### src/design/clk_mgmt_pkg.sv
package clk_mgmt_pkg;

	// core clock and timing
	localparam int CORE_CLK_MHZ     = 100;
	localparam int XTAL_STARTUP_US  = 1000;
	localparam int RESUS_TIMEOUT_NS = 2000;
	localparam int FC_WINDOW_NS     = 10000;
	localparam int CORE_PERIOD_NS   = 1000 / CORE_CLK_MHZ;
	localparam int XTAL_STARTUP_CYC = XTAL_STARTUP_US * CORE_CLK_MHZ;
	localparam int RESUS_CYC        = RESUS_TIMEOUT_NS / CORE_PERIOD_NS;
	localparam int FC_WINDOW_CYC    = FC_WINDOW_NS / CORE_PERIOD_NS;
	localparam int GEN_STOP_EDGES   = 2;
	localparam int GEN_START_EDGES  = 2;
	localparam int MAX_GPCLK        = 4;

	// register byte offsets
	localparam logic [7:0] OFF_OSC_CTRL  = 8'h00;
	localparam logic [7:0] OFF_STATUS    = 8'h04;
	localparam logic [7:0] OFF_GEN_BASE  = 8'h08;
	localparam logic [7:0] REG_STRIDE    = 8'h04;
	localparam logic [7:0] OFF_FC_CTRL   = 8'h20;
	localparam logic [7:0] OFF_FC_RESULT = 8'h24;
	localparam logic [7:0] OFF_RESUS     = 8'h28;
	localparam logic [7:0] OFF_DEEP_STOP = 8'h2C;

	// field positions
	localparam int OSC_RING_EN_BIT   = 0;
	localparam int OSC_XTAL_EN_BIT   = 1;
	localparam int OSC_XTAL_PASS_BIT = 2;
	localparam int OSC_RING_CFG_LSB  = 8;
	localparam int GEN_SEL_LSB       = 0;
	localparam int GEN_DIV_LSB       = 8;
	localparam int GEN_EN_BIT        = 16;
	localparam int GEN_BUSY_BIT      = 17;
	localparam int FC_SEL_LSB        = 0;
	localparam int FC_START_BIT      = 8;
	localparam int RESUS_EN_BIT      = 0;
	localparam int RESUS_FLAG_BIT    = 16;
	localparam int DEEP_ENTER_BIT    = 0;
	localparam int SRC_VALID_BIT     = 3;

	// status register bits
	localparam int ST_RING = 0, ST_XTAL = 1, ST_STABLE = 2, ST_DEEP = 3, ST_SLEEP = 4;
	localparam int ST_LOCK0 = 5, ST_LOCK1 = 6, ST_RESUS = 7, ST_FC_BUSY = 8, ST_FC_DONE = 9;

	// reset values
	localparam logic [7:0] RING_CFG_RESET = 8'h00;
	localparam logic [7:0] DIV_RESET      = 8'h01;

	// shared source vector positions
	localparam logic [2:0] SRC_RING = 3'h0, SRC_XTAL = 3'h1, SRC_EXT_A = 3'h2;
	localparam logic [2:0] SRC_EXT_B = 3'h3, SRC_PLL0 = 3'h4, SRC_PLL1 = 3'h5;
	localparam logic [2:0] SRC_REF = 3'h6, SRC_SYS = 3'h7;

	localparam int GEN_REF = 0;
	localparam int GEN_SYS = 1;
	localparam int GEN_GP0 = 2;

	typedef enum logic [1:0] {
		GEN_RUN   = 2'b00,
		GEN_STOP  = 2'b01,
		GEN_START = 2'b10
	} gen_state_e;

	typedef struct packed {
		logic       enable;
		logic [7:0] div;
		logic [2:0] sel;
	} gen_ctrl_s;

	typedef struct packed {
		logic        read;
		logic        write;
		logic [7:0]  address;
		logic [31:0] writedata;
		logic [3:0]  byteenable;
	} avmm_req_s;

endpackage

### src/design/clock_source_management.sv
// The address map and the Avalon-MM interface to the registers were chosen for this implementation.
`timescale 1ns/1ns
module clock_source_management
	import clk_mgmt_pkg::*;
#(
	parameter int XTAL_STARTUP_CYCLES = XTAL_STARTUP_CYC,
	parameter int NUM_GPCLK           = MAX_GPCLK
)
(
	// clock and reset
	input  wire logic                         core_clk_i,
	input  wire logic                         rst_n_i,
	// register bus
	input  wire clk_mgmt_pkg::avmm_req_s      avs_req_i,
	output logic [31:0]                       avs_readdata_o,
	output logic                              avs_waitrequest_o,
	// clock sources
	input  wire logic                         ring_osc_clk_i,
	input  wire logic                         crystal_osc_clk_i,
	input  wire logic                         crystal_in_pin_i,
	input  wire logic                         ext_clock_in_a_i,
	input  wire logic                         ext_clock_in_b_i,
	input  wire logic [1:0]                   pll_clk_i,
	input  wire logic [1:0]                   pll_lock_i,
	// power modes
	input  wire logic                         sleep_i,
	input  wire logic                         wake_rtc_alarm_i,
	input  wire logic                         wake_gpio_i,
	// oscillator control
	output logic                              ring_osc_enable_o,
	output logic [7:0]                        ring_osc_cfg_o,
	output logic                              crystal_osc_enable_o,
	output logic                              crystal_passthrough_o,
	output logic                              pll_ref_clk_o,
	output logic                              deep_stop_mode_o,
	// generated clocks
	output logic                              ref_clk_o,
	output logic                              sys_clk_o,
	output logic [NUM_GPCLK-1:0]              gpio_clock_outputs_o
);
	import clk_mgmt_pkg::*;

	localparam int NGEN = 2 + NUM_GPCLK;
	localparam int XW   = $clog2(XTAL_STARTUP_CYCLES + 1);
	localparam int RW   = $clog2(RESUS_CYC + 1);
	localparam int FW   = $clog2(FC_WINDOW_CYC + 1);

	if (NUM_GPCLK < 1 || NUM_GPCLK > MAX_GPCLK || XTAL_STARTUP_CYCLES < 1)
	begin : g_bad_param
		$error("clock_source_management: unsupported parameter value");
	end

	// ref and sys have their own source tables, gp generators select the shared vector directly; returns {valid, source position}
	function automatic logic [3:0] src_index(input int gen, input logic [2:0] sel);
		logic [3:0] r;
		r = {1'b0, SRC_RING};
		if (gen == GEN_REF)
		begin
			if (sel == 3'h0) r = {1'b1, SRC_RING};
			else if (sel == 3'h1) r = {1'b1, SRC_XTAL};
			else if (sel == 3'h2) r = {1'b1, SRC_EXT_A};
		end
		else if (gen == GEN_SYS)
		begin
			if (sel == 3'h0) r = {1'b1, SRC_REF};
			else if (sel == 3'h1) r = {1'b1, SRC_PLL0};
			else if (sel == 3'h2) r = {1'b1, SRC_PLL1};
			else if (sel == 3'h3) r = {1'b1, SRC_EXT_B};
		end
		else
			r = {1'b1, sel};
		return r;
	endfunction

	function automatic logic [31:0] merge_be(input logic [31:0] old, input logic [31:0] nw,
		input logic [3:0] be);
		logic [31:0] r;
		r = old;
		for (int b = 0; b < 4; b++)
			if (be[b]) r[8*b +: 8] = nw[8*b +: 8];
		return r;
	endfunction

	function automatic logic [7:0] gen_addr(input int g);
		return OFF_GEN_BASE + 8'(g) * REG_STRIDE;
	endfunction

	// registers
	logic        ring_en, xtal_en, xtal_pass, xtal_stable, resus_en, resus_flag, resus_kick;
	logic [7:0]  ring_cfg;
	logic [2:0]  fc_sel;
	logic        fc_busy, fc_done;
	logic [31:0] fc_count, fc_result, rd_value, wr_word;
	logic [FW-1:0] fc_win;
	logic [XW-1:0] xtal_cnt;
	logic [RW-1:0] resus_cnt;
	gen_ctrl_s   gen_ctrl [NGEN];
	gen_state_e  gen_state [NGEN];
	logic [2:0]  gen_cur [NGEN];
	logic [1:0]  gen_edges [NGEN];
	logic [7:0]  gen_div_cnt [NGEN];
	logic        gen_tog [NGEN];
	logic        gen_out [NGEN];
	logic [3:0]  gen_src [NGEN];
	logic [NGEN-1:0] gen_rise, gen_edge;
	logic [7:0]  raw_src, src_prev, src_rise, src_edge;
	logic        xtal_src, wr_fire, fc_start;

	// read data loads when the request is taken, so only writes need a fire strobe
	assign wr_fire  = avs_req_i.write & ~avs_waitrequest_o;
	assign fc_start = wr_fire && avs_req_i.address == OFF_FC_CTRL
		&& avs_req_i.byteenable[1] && avs_req_i.writedata[FC_START_BIT];

	// pass-through pin is never gated; oscillator output is blocked until stable
	assign xtal_src = xtal_pass ? crystal_in_pin_i : (crystal_osc_clk_i & xtal_stable);
	// external inputs bypass the deep-stop gate, not the sleep gate on generator outputs
	assign raw_src  = {gen_out[GEN_SYS], gen_out[GEN_REF], pll_clk_i[1], pll_clk_i[0],
		ext_clock_in_b_i, ext_clock_in_a_i, xtal_src, ring_osc_clk_i};
	assign src_rise = raw_src & ~src_prev;
	assign src_edge = raw_src ^ src_prev;

	always_ff @(posedge core_clk_i or negedge rst_n_i)
	begin
		if (!rst_n_i) src_prev <= 8'h00;
		else src_prev <= raw_src;
	end

	always_comb
	begin
		for (int g = 0; g < NGEN; g++)
		begin
			gen_src[g]  = src_index(g, gen_cur[g]);
			gen_rise[g] = gen_src[g][SRC_VALID_BIT] & src_rise[gen_src[g][2:0]];
			gen_edge[g] = gen_src[g][SRC_VALID_BIT] & src_edge[gen_src[g][2:0]];
		end
	end

	// read mux
	always_comb
	begin
		rd_value = 32'h0000_0000;
		if (avs_req_i.address == OFF_OSC_CTRL)
		begin
			rd_value[OSC_RING_EN_BIT]   = ring_en;
			rd_value[OSC_XTAL_EN_BIT]   = xtal_en;
			rd_value[OSC_XTAL_PASS_BIT] = xtal_pass;
			rd_value[OSC_RING_CFG_LSB +: 8] = ring_cfg;
		end
		else if (avs_req_i.address == OFF_STATUS)
		begin
			rd_value[ST_RING]    = ring_osc_enable_o;
			rd_value[ST_XTAL]    = crystal_osc_enable_o;
			rd_value[ST_STABLE]  = xtal_stable;
			rd_value[ST_DEEP]    = deep_stop_mode_o;
			rd_value[ST_SLEEP]   = sleep_i;
			rd_value[ST_LOCK0]   = pll_lock_i[0];
			rd_value[ST_LOCK1]   = pll_lock_i[1];
			rd_value[ST_RESUS]   = resus_flag;
			rd_value[ST_FC_BUSY] = fc_busy;
			rd_value[ST_FC_DONE] = fc_done;
		end
		else if (avs_req_i.address == OFF_FC_CTRL)
			rd_value[FC_SEL_LSB +: 3] = fc_sel;
		else if (avs_req_i.address == OFF_FC_RESULT)
			rd_value = fc_result;
		else if (avs_req_i.address == OFF_RESUS)
		begin
			rd_value[RESUS_EN_BIT]   = resus_en;
			rd_value[RESUS_FLAG_BIT] = resus_flag;
		end
		else if (avs_req_i.address == OFF_DEEP_STOP)
			rd_value[DEEP_ENTER_BIT] = deep_stop_mode_o;
		else
		begin
			for (int g = 0; g < NGEN; g++)
				if (avs_req_i.address == gen_addr(g))
				begin
					rd_value[GEN_SEL_LSB +: 3] = gen_ctrl[g].sel;
					rd_value[GEN_DIV_LSB +: 8] = gen_ctrl[g].div;
					rd_value[GEN_EN_BIT]       = gen_ctrl[g].enable;
					rd_value[GEN_BUSY_BIT]     = gen_state[g] != GEN_RUN;
				end
		end
	end

	assign wr_word = merge_be(rd_value, avs_req_i.writedata, avs_req_i.byteenable);

	// bus handshake: one wait cycle, then the access completes
	always_ff @(posedge core_clk_i or negedge rst_n_i)
	begin
		if (!rst_n_i)
		begin
			avs_waitrequest_o <= 1'b1;
			avs_readdata_o    <= 32'h0000_0000;
		end
		else if (!avs_waitrequest_o)
			avs_waitrequest_o <= 1'b1;
		else if (avs_req_i.read || avs_req_i.write)
		begin
			avs_waitrequest_o <= 1'b0;
			if (avs_req_i.read) avs_readdata_o <= rd_value;
		end
	end

	// software-written control registers
	always_ff @(posedge core_clk_i or negedge rst_n_i)
	begin
		if (!rst_n_i)
		begin
			ring_en   <= 1'b1;
			xtal_en   <= 1'b0;
			xtal_pass <= 1'b0;
			ring_cfg  <= RING_CFG_RESET;
			fc_sel    <= SRC_RING;
			resus_en  <= 1'b1;
			for (int g = 0; g < NGEN; g++)
			begin
				gen_ctrl[g].sel    <= 3'h0;
				gen_ctrl[g].div    <= DIV_RESET;
				gen_ctrl[g].enable <= g < GEN_GP0;
			end
		end
		else if (resus_kick)
		begin
			// fall back to ring -> ref -> sys, the path that works out of reset
			ring_en <= 1'b1;
			gen_ctrl[GEN_REF].sel <= 3'h0;
			gen_ctrl[GEN_SYS].sel <= 3'h0;
			gen_ctrl[GEN_REF].enable <= 1'b1;
			gen_ctrl[GEN_SYS].enable <= 1'b1;
		end
		else if (wr_fire)
		begin
			if (avs_req_i.address == OFF_OSC_CTRL)
			begin
				ring_en   <= wr_word[OSC_RING_EN_BIT];
				xtal_en   <= wr_word[OSC_XTAL_EN_BIT];
				xtal_pass <= wr_word[OSC_XTAL_PASS_BIT];
				ring_cfg  <= wr_word[OSC_RING_CFG_LSB +: 8];
			end
			else if (avs_req_i.address == OFF_FC_CTRL)
				fc_sel <= wr_word[FC_SEL_LSB +: 3];
			else if (avs_req_i.address == OFF_RESUS)
				resus_en <= wr_word[RESUS_EN_BIT];
			else
				for (int g = 0; g < NGEN; g++)
					if (avs_req_i.address == gen_addr(g))
					begin
						gen_ctrl[g].sel    <= wr_word[GEN_SEL_LSB +: 3];
						gen_ctrl[g].div    <= wr_word[GEN_DIV_LSB +: 8];
						gen_ctrl[g].enable <= wr_word[GEN_EN_BIT];
					end
		end
	end

	// deep stop: a wake in the same cycle as entry wins, so no wake is lost
	always_ff @(posedge core_clk_i or negedge rst_n_i)
	begin
		if (!rst_n_i) deep_stop_mode_o <= 1'b0;
		else if (wake_rtc_alarm_i || wake_gpio_i) deep_stop_mode_o <= 1'b0;
		else if (wr_fire && avs_req_i.address == OFF_DEEP_STOP
			&& avs_req_i.byteenable[0] && avs_req_i.writedata[DEEP_ENTER_BIT])
			deep_stop_mode_o <= 1'b1;
	end

	// oscillator enables drop in deep stop only; configuration is never touched
	always_ff @(posedge core_clk_i or negedge rst_n_i)
	begin
		if (!rst_n_i)
		begin
			ring_osc_enable_o     <= 1'b0;
			ring_osc_cfg_o        <= RING_CFG_RESET;
			crystal_osc_enable_o  <= 1'b0;
			crystal_passthrough_o <= 1'b0;
			pll_ref_clk_o         <= 1'b0;
		end
		else
		begin
			ring_osc_enable_o     <= ring_en & ~deep_stop_mode_o;
			ring_osc_cfg_o        <= ring_cfg;
			crystal_osc_enable_o  <= xtal_en & ~deep_stop_mode_o;
			crystal_passthrough_o <= xtal_pass;
			pll_ref_clk_o         <= xtal_src;
		end
	end

	// startup timer; restarts after every stop so deep-stop exit waits again
	always_ff @(posedge core_clk_i or negedge rst_n_i)
	begin
		if (!rst_n_i)
		begin
			xtal_cnt    <= '0;
			xtal_stable <= 1'b0;
		end
		else if (!crystal_osc_enable_o)
		begin
			xtal_cnt    <= '0;
			xtal_stable <= 1'b0;
		end
		else if (xtal_cnt == XW'(XTAL_STARTUP_CYCLES))
			xtal_stable <= 1'b1;
		else
			xtal_cnt <= xtal_cnt + 1'b1;
	end

	// generators: stop on old source, restart on new, then divide and gate
	always_ff @(posedge core_clk_i or negedge rst_n_i)
	begin
		if (!rst_n_i)
		begin
			for (int g = 0; g < NGEN; g++)
			begin
				gen_state[g]   <= GEN_RUN;
				gen_cur[g]     <= 3'h0;
				gen_edges[g]   <= 2'h0;
				gen_div_cnt[g] <= 8'h00;
				gen_tog[g]     <= 1'b0;
				gen_out[g]     <= 1'b0;
			end
		end
		else
		begin
			for (int g = 0; g < NGEN; g++)
			begin
				gen_out[g] <= gen_tog[g] & gen_ctrl[g].enable & ~sleep_i
					& (gen_state[g] == GEN_RUN);
				if (resus_kick && g < GEN_GP0)
				begin
					// dead source cannot count out a stop, so skip it
					gen_cur[g]   <= 3'h0;
					gen_state[g] <= GEN_START;
					gen_edges[g] <= 2'h0;
					gen_tog[g]   <= 1'b0;
				end
				else
				case (gen_state[g])
				GEN_RUN:
					if (gen_ctrl[g].sel != gen_cur[g])
					begin
						gen_state[g] <= GEN_STOP;
						gen_edges[g] <= 2'h0;
					end
					else if (gen_edge[g])
					begin
						if (gen_div_cnt[g] + 8'h01 >= gen_ctrl[g].div)
						begin
							gen_div_cnt[g] <= 8'h00;
							gen_tog[g]     <= ~gen_tog[g];
						end
						else
							gen_div_cnt[g] <= gen_div_cnt[g] + 8'h01;
					end
				GEN_STOP:
				begin
					gen_tog[g] <= 1'b0;
					if (!gen_src[g][SRC_VALID_BIT] || (gen_rise[g]
						&& gen_edges[g] == 2'(GEN_STOP_EDGES - 1)))
					begin
						gen_cur[g]   <= gen_ctrl[g].sel;
						gen_state[g] <= GEN_START;
						gen_edges[g] <= 2'h0;
					end
					else if (gen_rise[g])
						gen_edges[g] <= gen_edges[g] + 2'h1;
				end
				GEN_START:
					if (gen_rise[g] && gen_edges[g] == 2'(GEN_START_EDGES - 1))
					begin
						gen_state[g]   <= GEN_RUN;
						gen_div_cnt[g] <= 8'h00;
					end
					else if (gen_rise[g])
						gen_edges[g] <= gen_edges[g] + 2'h1;
				default:
					gen_state[g] <= GEN_RUN;
				endcase
			end
		end
	end

	assign ref_clk_o = gen_out[GEN_REF];
	assign sys_clk_o = gen_out[GEN_SYS];
	for (genvar k = 0; k < NUM_GPCLK; k++)
	begin : g_gpout
		assign gpio_clock_outputs_o[k] = gen_out[GEN_GP0 + k];
	end

	// resuscitator: watch for sys edges; sleep and deep stop stop sys on purpose
	always_ff @(posedge core_clk_i or negedge rst_n_i)
	begin
		if (!rst_n_i)
		begin
			resus_cnt  <= '0;
			resus_kick <= 1'b0;
			resus_flag <= 1'b0;
		end
		else
		begin
			resus_kick <= 1'b0;
			if (src_edge[SRC_SYS] || !resus_en || sleep_i || deep_stop_mode_o
				|| gen_state[GEN_SYS] != GEN_RUN || !gen_ctrl[GEN_SYS].enable)
				resus_cnt <= '0;
			else if (resus_cnt == RW'(RESUS_CYC - 1))
			begin
				resus_cnt  <= '0;
				resus_kick <= 1'b1;
			end
			else
				resus_cnt <= resus_cnt + 1'b1;
			// set wins over a same-cycle clear
			if (resus_kick)
				resus_flag <= 1'b1;
			else if (wr_fire && avs_req_i.address == OFF_RESUS && avs_req_i.byteenable[2]
				&& avs_req_i.writedata[RESUS_FLAG_BIT])
				resus_flag <= 1'b0;
		end
	end

	// frequency counter: rising edges of chosen source over a fixed window
	always_ff @(posedge core_clk_i or negedge rst_n_i)
	begin
		if (!rst_n_i)
		begin
			fc_busy <= 1'b0;
			fc_done <= 1'b0;
			fc_win  <= '0;
			fc_count  <= 32'h0000_0000;
			fc_result <= 32'h0000_0000;
		end
		else if (fc_start)
		begin
			fc_busy  <= 1'b1;
			fc_done  <= 1'b0;
			fc_win   <= '0;
			fc_count <= 32'h0000_0000;
		end
		else if (fc_busy)
		begin
			fc_count <= fc_count + 32'(src_rise[fc_sel]);
			fc_win   <= fc_win + 1'b1;
			if (fc_win == FW'(FC_WINDOW_CYC - 1))
			begin
				fc_busy   <= 1'b0;
				fc_done   <= 1'b1;
				fc_result <= fc_count + 32'(src_rise[fc_sel]);
			end
		end
	end
endmodule

### config.mk
export PLATFORM = sky130hd
export DESIGN_NAME = clock_source_management
export DESIGN_NICKNAME = d
export VERILOG_FILES = /design/src/design/clk_mgmt_pkg.sv /design/src/design/clock_source_management.sv
export SDC_FILE = /design/constraint.sdc
export NUM_CORES = 1
export LEC_CHECK = 0
export ABC_AREA = 1
export BUFFER_PORTS_ARGS = -buffer_cell sky130_fd_sc_hd__buf_2
export CAP_MARGIN = 20
export CORE_MARGIN = 2
export CORE_UTILIZATION = 42
export CTS_CLUSTER_SIZE = 25
export DETAILED_ROUTE_END_ITERATION = 10
export PLACE_DENSITY = 0.57
export SYNTH_ARGS = -nofsm -noshare
export SYNTH_HDL_FRONTEND = slang
export SYNTH_SLANG_ARGS = --single-unit
### constraint.sdc
create_clock -name core_clk_i -period 3.83 [get_ports core_clk_i]
set_clock_uncertainty 0.15 [all_clocks]
set_input_delay 0.5745 -clock core_clk_i [delete_from_list [all_inputs] [get_ports core_clk_i]]
set_output_delay 0.5745 -clock core_clk_i [all_outputs]
set_load 0.03 [all_outputs]
# Word level (Yosys, flattened, before mapping)
# Index checks and enable logic that the tools add are counted.
[word_totals] ff_bits=347 elab_cells=594 out_inout_bits=52 input_bits=60
[op_classes] order_cmp=13 add_sub_neg=16 n_reduce_logical=118 n_bitwise=43 n_eq_ne=96 n_mux=229
[op_table] op="72-bit 2-to-1 mux" n=4
[op_table] op="8-bit 2-to-1 mux" n=29
[op_table] op="10-bit 2-to-1 mux" n=11
[op_table] op="2-bit 2-to-1 mux" n=48
[op_table] op="8-bit case mux with 2 select lines" n=6
[op_table] op="12-bit 2-to-1 mux" n=6
[op_table] op="2-bit case mux with 3 select lines" n=12
[op_table] op="32-bit 2-to-1 mux" n=2
[op_table] op="2-bit != test, second input constant" n=30
[op_table] op="1-bit 2-to-1 mux" n=59
[op_table] op="8-bit by 1-bit adder with 8-bit output, second input constant" n=7
[op_table] op="2-bit nonzero test" n=28
[op_table] op="3-bit 2-to-1 mux" n=17
[op_table] op="8-bit greater-or-equal comparator" n=6
[op_table] op="3-bit AND reduction" n=15
[op_table] op="4-bit AND reduction" n=11
[op_table] op="1-bit binary-select mux with 3-bit select" n=13
[op_table] op="6-bit AND reduction" n=6
[op_table] op="17-bit 2-to-1 mux" n=2
[op_table] op="32-bit by 1-bit adder with 32-bit output" n=1
[op_table] op="8-bit by 5-bit == test with 1-bit output, second input constant" n=4
[op_table] op="8-bit by 6-bit == test with 1-bit output, second input constant" n=4
[op_table] op="4-bit 2-to-1 mux" n=8
[op_table] op="3-bit != test, second input constant" n=10
[op_table] op="37 further kinds" n=176

# Depth between registers and ports, before layout
# Gate-level depths: netlist (run 1).
[depth] word_depth=20 ltp_mapped=20 mapped_depth_nobuf=20

# Least setup slack after synthesis (run 1)
# Ideal clock, no wire load.
[synth_timing] path_kind="in2reg" startpoint="input port crystal_osc_clk_i" endpoint="register fc_result[24]" setup_time_ps=83 t_required_ps=3597 slack_ps=743 t_arrival_ps=2854 cell_stages=20 path_buffers=0 cell_sequence="nand2_1 -> o21ai_0 -> ha_1 -> a21oi_1 -> o21ai_0 -> nand3_1 -> nand2_1 -> ha_1 -> ha_1 -> nand2_1 -> nor2_1 -> nand2_1 -> inv_2 -> nand2_1 -> nor4_2 -> inv_1 -> nor3_2 -> xor2_1 -> nand2_1 -> o22ai_1"
[synth_between] elab_chain_len=6
[synth_lines] element="start: declaration" line_no="clock_source_management.sv:19" rtl="input wire logic crystal_osc_clk_i,"
[synth_lines] element="1-bit bitwise AND" line_no="clock_source_management.sv:115" rtl="assign xtal_src = xtal_pass ? crystal_in_pin_i : (crystal_osc_clk_i & xtal_stable);"
[synth_lines] element="1-bit 2-to-1 mux" line_no="clock_source_management.sv:115"
[synth_lines] element="via xtal_src" line_no="clock_source_management.sv:107" rtl="logic xtal_src, wr_fire, fc_start;"
[synth_lines] element="8-bit bitwise AND" line_no="clock_source_management.sv:119" rtl="assign src_rise = raw_src & ~src_prev;"
[synth_lines] element="1-bit binary-select mux with 3-bit select" line_no="clock_source_management.sv:445" rtl="fc_result <= fc_count + 32'(src_rise[fc_sel]);"
[synth_lines] element="1-bit 2-to-1 mux (implied by the code)" line_no="clock_source_management.sv:445"
[synth_lines] element="32-bit by 1-bit adder with 32-bit output" line_no="clock_source_management.sv:445"
[synth_lines] element="end signal: assignment" line_no="clock_source_management.sv:445"
[synth_lines] element="end: declaration" line_no="clock_source_management.sv:93" rtl="logic [31:0] fc_count, fc_result, rd_value, wr_word;"
# The timed path passes the listed nets, and every way through them passes these cells. The select of a mux whose other input is x is not followed.
# A chain may end at the register's enable or synchronous reset.

# Worst setup path in the final report (run 1)
[layout_timing] startpoint="input port ext_clock_in_b_i" endpoint="register fc_result[30]"
[layout_between] elab_chain_len=4
[layout_lines] element="start: declaration" line_no="clock_source_management.sv:22" rtl="input wire logic ext_clock_in_b_i,"
[layout_lines] element="8-bit bitwise AND" line_no="clock_source_management.sv:119"
[layout_lines] element="1-bit binary-select mux with 3-bit select" line_no="clock_source_management.sv:445"
[layout_lines] element="1-bit 2-to-1 mux (implied by the code)" line_no="clock_source_management.sv:445"
[layout_lines] element="32-bit by 1-bit adder with 32-bit output" line_no="clock_source_management.sv:445"
# Every way passes these cells. The select of a mux whose other input is x is not followed.

==> impl_metrics.yaml, run 1 <==
clock_tree:
  clk_path_buf_depth: 3
  ctsResizeCount: 0
  clk_pin_slew_ps: 60
  cts.sinks: 346
  clock_latency_ps: 570
  htreeDepth: 2
  cts_tree: "yes"
  cts_made_buffers: 42
  cts_root_buf: "clkbuf_16"
detailed_routing:
  drt_iter0_drc: 1256
  final_antenna_net_count: 0
  wirelength_mm: 55.03
  vias: 17010
  drt_first_pass_iters: 5
  via_per_inst: 5.275
  drc: 0
  wl_per_cell_um: 17.07
floorplanning:
  core_sq_um: 45480
  fp.dieW_um: 219.0
  start_util: 0.4268
  design.die.area_sq_um: 47950
  die_y_um: 219.0
  pin_count: 112
  num_rows: 78
timing:
  fmax_mhz: 291.5
  hold_viol: 0
  maxSlewViolCount: 0
  setup_tns_ps: 0
  max_slew_margin: 0.3938
  fin_crit_sh: 0.8958
  setup_viol: 0
  tightest_slew_ps: 908.4
  rsz0062_at_grt: "false"
  post-route-min-period_ps: 3431
yosys:
  syn_nets: 2627
  syn_inst: 2471
  synth.avg_cell_area_sq_um: 7.856
  syn-cell-area_sq_um: 19410
  yosysUniqueCellTypes: 53
  synth_edf_count: 0
  ys_seq_elements: 346
  async_flop_share: 1.000
  synth_ff_type: "dfrtp_1"
  yosysWarnings: 0
  seq_area_frac_synth: 0.4468
worst_hold_path:
  hold_class: "input port to flop"
global_routing:
  grt.overflow.total: 0
  grt_pass1_vias: 16720
  antenna_found_initial: 0
  grt_pass1_wl_mm: 88.78
  grt_usage: 0.2344
  grt_max_degree: 91
worst_setup_path:
  arrival_ps: 3770
  worstRegToRegCells: 17
  cpMaxStageDelayCell: "dlygate4sd3_1"
  r2r-start: "xtal_pass"
  slowest_delay_ps: 510
  cp_max_fo: 6
  critical_path.most_common_cell: "nand2_1"
  path_cells: "dlygate4sd3_1, buf_2, ha_1, a21oi_1, o21ai_0, nand3_1, nand2_1, ha_1, ha_1, nand2_1, nor2_1, nand2_1, nor2_2, nand4_1, nor3_1, xor2_1, nand2_1, o22ai_1"
  cp-start-kind: "input port"
  crit_end: "fc_result[30]"
  cp-end-kind: "flop"
  cp.required_ps: 4170
  r2r-end: "fc_result[30]"
  worstSetupPathType: "input port to flop"
  rrSetupSlack_ps: 440
  crit_start: "ext_clock_in_b_i"
flow_run:
  drv_cap: 0
final_layout:
  syn2layout_area_growth_pct: 14.03
  nNetsFinal: 2747
  fill_cells: 4515
  diodes: 0
  postLayoutCoreUtil: 0.4867
  fin_area_sq_um: 22140
  drive_gt1_frac: 0.1090
pwr:
  total_power_w: 0.01069
  power.density_nw_per_um2: 483.1
  p_leak_nw: 10.97
  ir_drop_mv: 0.3520
status:
  outcome: "complete, no violations"
placed_design:
  port_buffers: 90
  place.gp.congestion: 0.9123
  place_area_sq_um: 20640
  dp_hpwl_mm: 40.96
## what timing repair did
item | in CTS | in global routing
hold endpoints to repair | 87 | 0
setup endpoints to repair | 0 | 0
hold buffers | 10 | 0
buffers inserted | 0 | 0
## placed cells by master, fill, tap and decap left out, types with 5 or more instances in the layout
| cell type | count |
|---|---|
| a31oi_1 | 13 |
| xnor2_1 | 11 |
| buf_4 | 31 |
| ha_1 | 96 |
| nor2_1 | 153 |
| nor3_2 | 6 |
| nand4_1 | 41 |
| a41oi_1 | 7 |
| o31ai_1 | 7 |
| nand2_2 | 6 |
| inv_1 | 343 |
| inv_2 | 19 |
| a211oi_1 | 5 |
| dfstp_2 | 11 |
| clkbuf_8 | 9 |
| or2_2 | 13 |
| dlygate4sd3_1 | 10 |
| nor3_4 | 7 |
| a21oi_1 | 113 |
| o22ai_1 | 50 |
| buf_2 | 89 |
| nor4_1 | 12 |
| o211ai_1 | 9 |
| nor3_1 | 41 |
| dfrtp_1 | 335 |
| xor2_1 | 61 |
| clkinv_2 | 9 |
| nand2_1 | 638 |
| o21ai_1 | 20 |
| clkbuf_16 | 43 |
| nand3_2 | 5 |
| nor2_2 | 12 |
| o21ai_0 | 177 |
| clkbuf_1 | 10 |
| nand3_1 | 162 |
## synth_stat cells (9+ instances only)
cell type | number | area (sq um)
nand2_1 | 638 | 2395
inv_1 | 343 | 1287
dfrtp_1 | 335 | 8383
o21ai_0 | 177 | 885.9
nand3_1 | 162 | 810.8
nor2_1 | 153 | 574.3
a21oi_1 | 113 | 565.5
ha_1 | 96 | 1201
xor2_1 | 61 | 534.3
o22ai_1 | 50 | 312.8
nand4_1 | 41 | 256.5
nor3_1 | 41 | 205.2
buf_2 | 26 | 130.1
clkbuf_1 | 24 | 90.09
o21ai_1 | 20 | 100.1
inv_2 | 19 | 71.32
a31oi_1 | 13 | 81.33
or2_2 | 13 | 81.33
nor2_2 | 12 | 75.07
nor4_1 | 12 | 75.07
dfstp_2 | 11 | 289.0
xnor2_1 | 11 | 96.34
o211ai_1 | 9 | 67.56
## critical path: cells and delay by family
family                   cells  cell delay (ps)
AND/OR/NAND/NOR              9             1340
adder cells (fa/ha/maj)      3              710
buffers and inverters        2              620
AO/OA/AOI/OAI                3              320
XOR/XNOR                     1              200
## metal layers
layer	track usage	up-vias	share of wire
met5	0	-	0
met4	0.07860	0	0.029
met3	0.03132	89	0.045
met2	0.3931	373	0.48
met1	0.3125	8234	0.45
li1	-	8310	-
## how the worst min path moves through the flow
| stage | depth (start not counted) | from | to |
|---|---|---|---|
| after floorplan | 0 | rst_n_i | avs_readdata_o[0] |
| after global placement | 0 | ring_cfg[0] | ring_osc_cfg_o[0] |
| after detailed placement | 0 | ring_cfg[0] | ring_osc_cfg_o[0] |
| after CTS | 2 | sleep_i | gpio_clock_outputs_o[1] |
| after global routing | 2 | sleep_i | gpio_clock_outputs_o[1] |
| final | 2 | sleep_i | ref_clk_o |
## flip-flops by register name, summed over array words and instances (netlist names), 3 cells and up
name	cells
fc_result	32
fc_win	10
ring_cfg	8
fc_count	32
resus_cnt	8
ring_osc_cfg_o	8
avs_readdata_o	32
gen_cur	18
gen_ctrl	72
gen_edges	12
gpio_clock_outputs_o	4
xtal_cnt	17
src_prev	8
gen_state	12
fc_sel	3
gen_div_cnt	48
gen_tog	6
## power by group
| part | internal (W) | switching, W |
|---|---|---|
| clock network | 0.00238 | 0.00163 |
| logic | 0.000820 | 0.00158 |
| registers | 0.00399 | 0.000297 |
| total | 0.00719 | 0.00351 |
## metrics by stage
stage | cells | worst slack [ps] | hold WS (ps)
2_1_floorplan | 2471 | 743.3 | 128.9
3_3_place_gp | 3137 | 276.9 | 242.3
3_5_place_dp | 3137 | 220.4 | 241.8
4_1_cts | 3224 | 416.1 | 99.73
5_1_grt | 3224 | 156.2 | 121.5
6_report | 3224 | 399.3 | 136.0
## kinds of logic after synthesis
| family | count (synthesis) | share of synthesized area |
|---|---|---|
| DFF | 346 | 0.4468 |
| and+or+nand+nor | 1113 | 0.2529 |
| xor gates and xnor gates | 72 | 0.03249 |
| buffers and inverters | 423 | 0.08470 |
| AOI/OAI and AO/OA | 421 | 0.1212 |
| adders and majority gates | 96 | 0.06188 |
## area by class of cell
cell class	count	area, sq um	area share
sequential	346	8672	0.3918
inverter	365	1371	0.06195
clock inverter	15	155.1	0.007009
clock buffer	62	1237	0.05590
multi-input combinational	1702	9095	0.4109
timing repair buffer	134	853.3	0.03855
tap	600	750.7	0.03392
Note: power is estimated with default switching activity, not from simulation.
==> inputs of run 2 (changes only) <==
--- a/config.mk
+++ b/config.mk
@@ -13,6 +13,7 @@
 export CTS_CLUSTER_SIZE = 25
 export DETAILED_ROUTE_END_ITERATION = 10
 export PLACE_DENSITY = 0.57
+export RECOVER_POWER = 50
 export SYNTH_ARGS = -nofsm -noshare
 export SYNTH_HDL_FRONTEND = slang
 export SYNTH_SLANG_ARGS = --single-unit
==> impl_metrics.yaml, run 2 (synthesis results as in run 1) <==
status:
  outcome: "finished with violations"
  violations: "max-capacitance violations, max-slew violations"
worst_setup_path:
  r2r-end: "fc_result[30]"
  r2r-start: "xtal_pass"
  cp-end-kind: "flop"
  cp_max_fo: 6
  rrSetupSlack_ps: 440
  arrival_ps: 3800
  worstSetupPathType: "input port to flop"
  cp-start-kind: "input port"
  cp.required_ps: 4170
  worstRegToRegCells: 17
final_layout:
  fill_cells: 4534
  nNetsFinal: 2747
  final_common_cell: "nand2_1"
  syn2layout_area_growth_pct: 13.68
  reg_top3: "gen_ctrl x72, gen_div_cnt x48"
  diodes: 0
  final_cell_mix: "638 x nand2_1, 343 x inv_1, 335 x dfrtp_1"
  top_register: "gen_ctrl"
  largest_reg_flops: 72
  fin_area_sq_um: 22070
  drive_gt1_frac: 0.09299
  stdcell_count: 3224
timing:
  tightest_slew_ps: 2608
  fmax_mhz: 288.9
  setup_tns_ps: 0
  setup_viol: 0
  post-route-min-period_ps: 3461
  max_slew_margin: -0.7389
  fin_crit_sh: 0.9038
  rsz0062_at_grt: "false"
  hold_viol: 0
  maxSlewViolCount: 88
placed_design:
  place_area_sq_um: 20640
  dp_hpwl_mm: 40.96
  placed_cells: 3137
  port_buffers: 90
  place.gp.congestion: 0.9123
global_routing:
  grt_pass1_vias: 16720
  grt_usage: 0.2344
  antenna_found_initial: 0
  grt.overflow.total: 0
  grt_max_degree: 91
  grt_pass1_wl_mm: 88.78
floorplanning:
  design.die.area_sq_um: 47950
  num_rows: 78
  start_util: 0.4268
  pin_count: 112
  die_y_um: 219.0
  fp.dieW_um: 219.0
  core_sq_um: 45480
pwr:
  power.density_nw_per_um2: 484.5
  p_leak_nw: 10.80
  total_power_w: 0.01069
  ir_drop_mv: 0.3559
clock_tree:
  cts_tree: "yes"
  cts_made_buffers: 42
  clk_pin_slew_ps: 60
  cts.sinks: 346
  clock_latency_ps: 570
  clk_path_buf_depth: 3
  cts_root_buf: "clkbuf_16"
  htreeDepth: 2
worst_hold_path:
  hold_class: "input port to flop"
  worstHoldEndpoint: "ref_clk_o"
  holdPathStages: 2
  hold_path_startpoint: "sleep_i"
detailed_routing:
  drt_first_pass_iters: 6
  vias: 17060
  drc: 0
  via_per_inst: 5.291
  drt_iter0_drc: 1351
  wirelength_mm: 55.01
  wl_per_cell_um: 17.06
  final_antenna_net_count: 0
flow_run:
  drv_cap: 1
## run 2: changes by cell type in the layout (fill, tap and decap cells not counted)
cell | previous run | this run
buf_4 | 31 | 29
nor3_1 | 41 | 42
buf_2 | 89 | 49
buf_8 | 1 | 0
nor3_2 | 6 | 5
clkbuf_1 | 10 | 51
clkbuf_4 | 0 | 1
clkbuf_2 | 0 | 1
## run 2: per-layer routing
| metal | up-vias | track usage | part of all wire |
|---|---|---|---|
| met5 | - | 0 | 0 |
| met4 | 0 | 0.07860 | 0.029 |
| met3 | 87 | 0.03132 | 0.046 |
| met2 | 389 | 0.3931 | 0.48 |
| met1 | 8264 | 0.3125 | 0.45 |
| li1 | 8317 | - | - |
## run 2: report_power, final
group / switching (W) / leakage, nW / internal [W] / total, W
Clock: 0.00163 / 0.680 / 0.00238 / 0.00401
Sequential: 0.000297 / 4.53 / 0.00399 / 0.00428
Combinational: 0.00158 / 5.59 / 0.000816 / 0.00239
## run 2: through the flow
step | utilization | hold WS [ps] | worst slack [ps]
2_1_floorplan | - | 128.9 | 743.3
3_3_place_gp | 0.4539 | 242.3 | 276.9
6_report | 0.4852 | 138.6 | 368.6
3_5_place_dp | 0.4539 | 241.8 | 220.4
4_1_cts | 0.4867 | 99.73 | 416.1
5_1_grt | 0.4852 | 121.5 | 108.0
## run 2: critical path: stages
cell	delay, ps
dlygate4sd3_1	520
clkbuf_1	120
ha_1	330
a21oi_1	100
o21ai_0	100
nand3_1	100
nand2_1	160
ha_1	220
ha_1	170
nand2_1	70
nor2_1	160
nand2_1	130
nor2_2	140
nand4_1	230
nor3_1	260
xor2_1	200
nand2_1	90
o22ai_1	120
## run 2: final cells by class
class | instances | area [sq um] | area share
Tap cell | 600 | 750.7 | 0.03402
Clock buffer | 62 | 1237 | 0.05608
Sequential cell | 346 | 8672 | 0.3930
Timing Repair Buffer | 134 | 789.5 | 0.03578
Multi-Input combinational cell | 1702 | 9090 | 0.4119
Inverter | 365 | 1371 | 0.06215
Clock inverter | 15 | 155.1 | 0.007031
## run 2: worst max-delay path by stage
stage	to	slack, ps	cells past startpoint	from
after floorplan	fc_result[24]	740	20	crystal_osc_clk_i
after global placement	fc_result[24]	280	21	crystal_osc_clk_i
after detailed placement	fc_result[30]	220	19	crystal_osc_clk_i
after CTS	fc_result[30]	420	17	xtal_pass
after global routing	gen_div_cnt[47]	110	3	rst_n_i
final	fc_result[30]	370	18	ext_clock_in_b_i
## run 2: timing repair
action,in CTS,in global routing
resized for setup,0,0
hold buffers,10,0
endpoints found under the hold margin,87,0
buffers inserted,0,0
==> inputs of run 3 (changes only) <==
--- a/config.mk
+++ b/config.mk
@@ -5,14 +5,13 @@
 export SDC_FILE = /design/constraint.sdc
 export NUM_CORES = 1
 export LEC_CHECK = 0
-export ABC_AREA = 1
 export BUFFER_PORTS_ARGS = -buffer_cell sky130_fd_sc_hd__buf_2
 export CAP_MARGIN = 20
 export CORE_MARGIN = 2
 export CORE_UTILIZATION = 42
 export CTS_CLUSTER_SIZE = 25
 export DETAILED_ROUTE_END_ITERATION = 10
-export PLACE_DENSITY = 0.57
+export PLACE_DENSITY = 0.56
 export RECOVER_POWER = 50
 export SYNTH_ARGS = -nofsm -noshare
 export SYNTH_HDL_FRONTEND = slang
==> impl_metrics.yaml, run 3 <==
detailed_routing:
  vias: 15020
  drt_iter0_drc: 1135
  drc: 0
  wirelength_mm: 53.04
  wl_per_cell_um: 19.67
  drt_first_pass_iters: 6
  final_antenna_net_count: 0
  via_per_inst: 5.569
floorplanning:
  design.die.area_sq_um: 48440
  pin_count: 112
  fp.dieW_um: 220.1
  start_util: 0.4231
  num_rows: 79
  die_y_um: 220.1
  core_sq_um: 46360
yosys:
  syn_nets: 2103
  syn-cell-area_sq_um: 19610
  synth_ff_type: "dfrtp_1"
  yosysUniqueCellTypes: 90
  synth_edf_count: 0
  yosysWarnings: 0
  ys_seq_elements: 346
  yosys.area.top_type: "dfrtp_1"
  yosys-top-cells-count: "335 x dfrtp_1, 172 x nand2_1, 169 x nor2_1, 108 x inv_1, 96 x ha_1"
  synth.avg_cell_area_sq_um: 10.07
  yosysMostFrequentCell: "dfrtp_1"
  synth.area.top_cells: "dfrtp_1 43%, ha_1 6.1%, mux2_2 4.9%"
  syn_inst: 1947
  seq_area_frac_synth: 0.4421
  async_flop_share: 1.000
  synth_top_area_frac: 0.4274
status:
  violations: "max-capacitance violations, max-slew violations"
  outcome: "finished with violations"
worst_setup_path:
  cp-start-kind: "input port"
  r2r-start: "xtal_pass"
  arrival_ps: 3910
  cp_max_fo: 32
  crit_start: "avs_req_i[38]"
  worstSetupPathType: "input port to flop"
  cp.required_ps: 4130
  cp-end-kind: "flop"
global_routing:
  grt_pass1_vias: 14870
  grt_pass1_wl_mm: 84.80
  antenna_found_initial: 3
  grt_max_degree: 81
  grt.overflow.total: 0
  grt_usage: 0.2238
placed_design:
  port_buffers: 90
  dp_hpwl_mm: 38.28
  place.gp.congestion: 0.9140
  place_area_sq_um: 20850
timing:
  post-route-min-period_ps: 3610
  max_slew_margin: -0.4370
  tightest_slew_ps: 2156
  fin_crit_sh: 0.9426
  maxSlewViolCount: 112
  hold_viol: 0
  rsz0062_at_grt: "false"
  setup_tns_ps: 0
  setup_viol: 0
  fmax_mhz: 277.0
final_layout:
  final_cell_mix: "335 x dfrtp_1, 172 x nand2_1, 169 x nor2_1"
  fill_cells: 4284
  postLayoutCoreUtil: 0.4835
  top_register: "gen_ctrl"
  fin_area_sq_um: 22420
  largest_reg_flops: 72
  nNetsFinal: 2208
  final_common_cell: "dfrtp_1"
  reg_top3: "gen_ctrl x72, gen_div_cnt x48"
  syn2layout_area_growth_pct: 14.28
  drive_gt1_frac: 0.1802
clock_tree:
  clock_latency_ps: 580
  cts_root_buf: "clkbuf_16"
  htreeDepth: 2
  cts_made_buffers: 42
  clk_pin_slew_ps: 50
  cts.sinks: 346
  clk_path_buf_depth: 3
  postCtsSetupBuffers: 0
  cts_tree: "yes"
worst_hold_path:
  hold_path_startpoint: "avs_req_i[45]"
  hold_class: "input port to flop"
pwr:
  p_leak_nw: 10.32
  power.density_nw_per_um2: 480.1
  ir_drop_mv: 0.5009
flow_run:
  drv_cap: 2
## run 3: cell types whose count changed after synthesis, moves of 27 or more
cell	previous run	this run
nand3_1	162	78
inv_1	343	108
xnor2_1	11	71
nand2_1	638	172
nand2b_1	0	29
mux2i_1	0	35
a21oi_1	113	86
o22ai_1	50	19
a22o_1	2	40
mux2_2	0	86
o21ai_0	177	87
## run 3: logic make-up after synthesis
kind of cell	after synthesis	share of synthesized area
AO/OA/AOI/OAI	384	0.1335
XOR/XNOR	136	0.06073
adder cells (fa/ha/maj)	96	0.06124
buffers and inverters	188	0.03981
flip-flops	346	0.4421
multiplexers	152	0.09862
AND/OR/NAND/NOR	645	0.1640
## run 3: area by class of cell
class / count / area, sq um / share of cell area
sequential: 346 / 8672 / 0.3869
timing repair buffer: 141 / 870.8 / 0.03885
antenna: 3 / 7.507 / 0.0003349
multi-input combinational: 1413 / 10170 / 0.4539
tap: 607 / 759.5 / 0.03388
inverter: 108 / 405.4 / 0.01809
clock inverter: 23 / 345.3 / 0.01541
clock buffer: 55 / 1180 / 0.05264
## run 3: final timing paths
| check | to | slack, ps | cells after the start |
|---|---|---|---|
| worst max-delay path | gen_ctrl[35] | 220 | 8 |
| worst min-delay path | avs_waitrequest_o | 40 | 2 |
| worst max register to register | fc_count[30] | 250 | 13 |
| worst min register to register | ring_osc_cfg_o[5] | 260 | 0 |
| max in group asynchronous | avs_readdata_o[22] | 600 | 3 |
| min in group asynchronous | xtal_cnt[16] | 1000 | 2 |
## run 3: per-layer routing
layer  routed length [um]  track usage
met1                24690       0.3143
met4                 1505      0.07136
met5                   27            0
met3                 2873      0.04251
met2                23950       0.3488
## run 3: worst max-delay path, cell delays in order
cell and delay [ps]:
clkbuf_1 1330, buf_4 350, or4bb_1 420, o21ai_0 90
a222oi_1 180, o21ai_1 350, nand2_1 250, mux2_2 330
## run 3: where the power goes
group | internal (W) | total [W] | leakage [nW] | switching, W
registers | 0.00391 | 0.00417 | 4.72 | 0.000258
clock network | 0.00272 | 0.00439 | 0.746 | 0.00167
logic | 0.000886 | 0.00221 | 4.85 | 0.00132
total | 0.00752 | 0.0108 | 10.3 | 0.00325
## run 3: per-stage QoR
stage / hold WS, ps / power, W / setup slack (ps) / cells
2_1_floorplan: 128.9 / 0.005738 / 344.1 / 1947
3_3_place_gp: 232.8 / 0.006345 / -102.6 / 2607
3_5_place_dp: 239.1 / 0.006415 / -96.94 / 2607
4_1_cts: 12.65 / 0.01087 / 177.8 / 2693
5_1_grt: 39.27 / 0.01135 / 46.37 / 2694
6_report: 44.09 / 0.01076 / 219.9 / 2696
## run 3: repair_timing
action                                 4_1_cts  5_1_grt
setup endpoints to repair                    0        2
resized for setup                            0        1
endpoints found under the hold margin       80        0
hold buffers                                 8        0
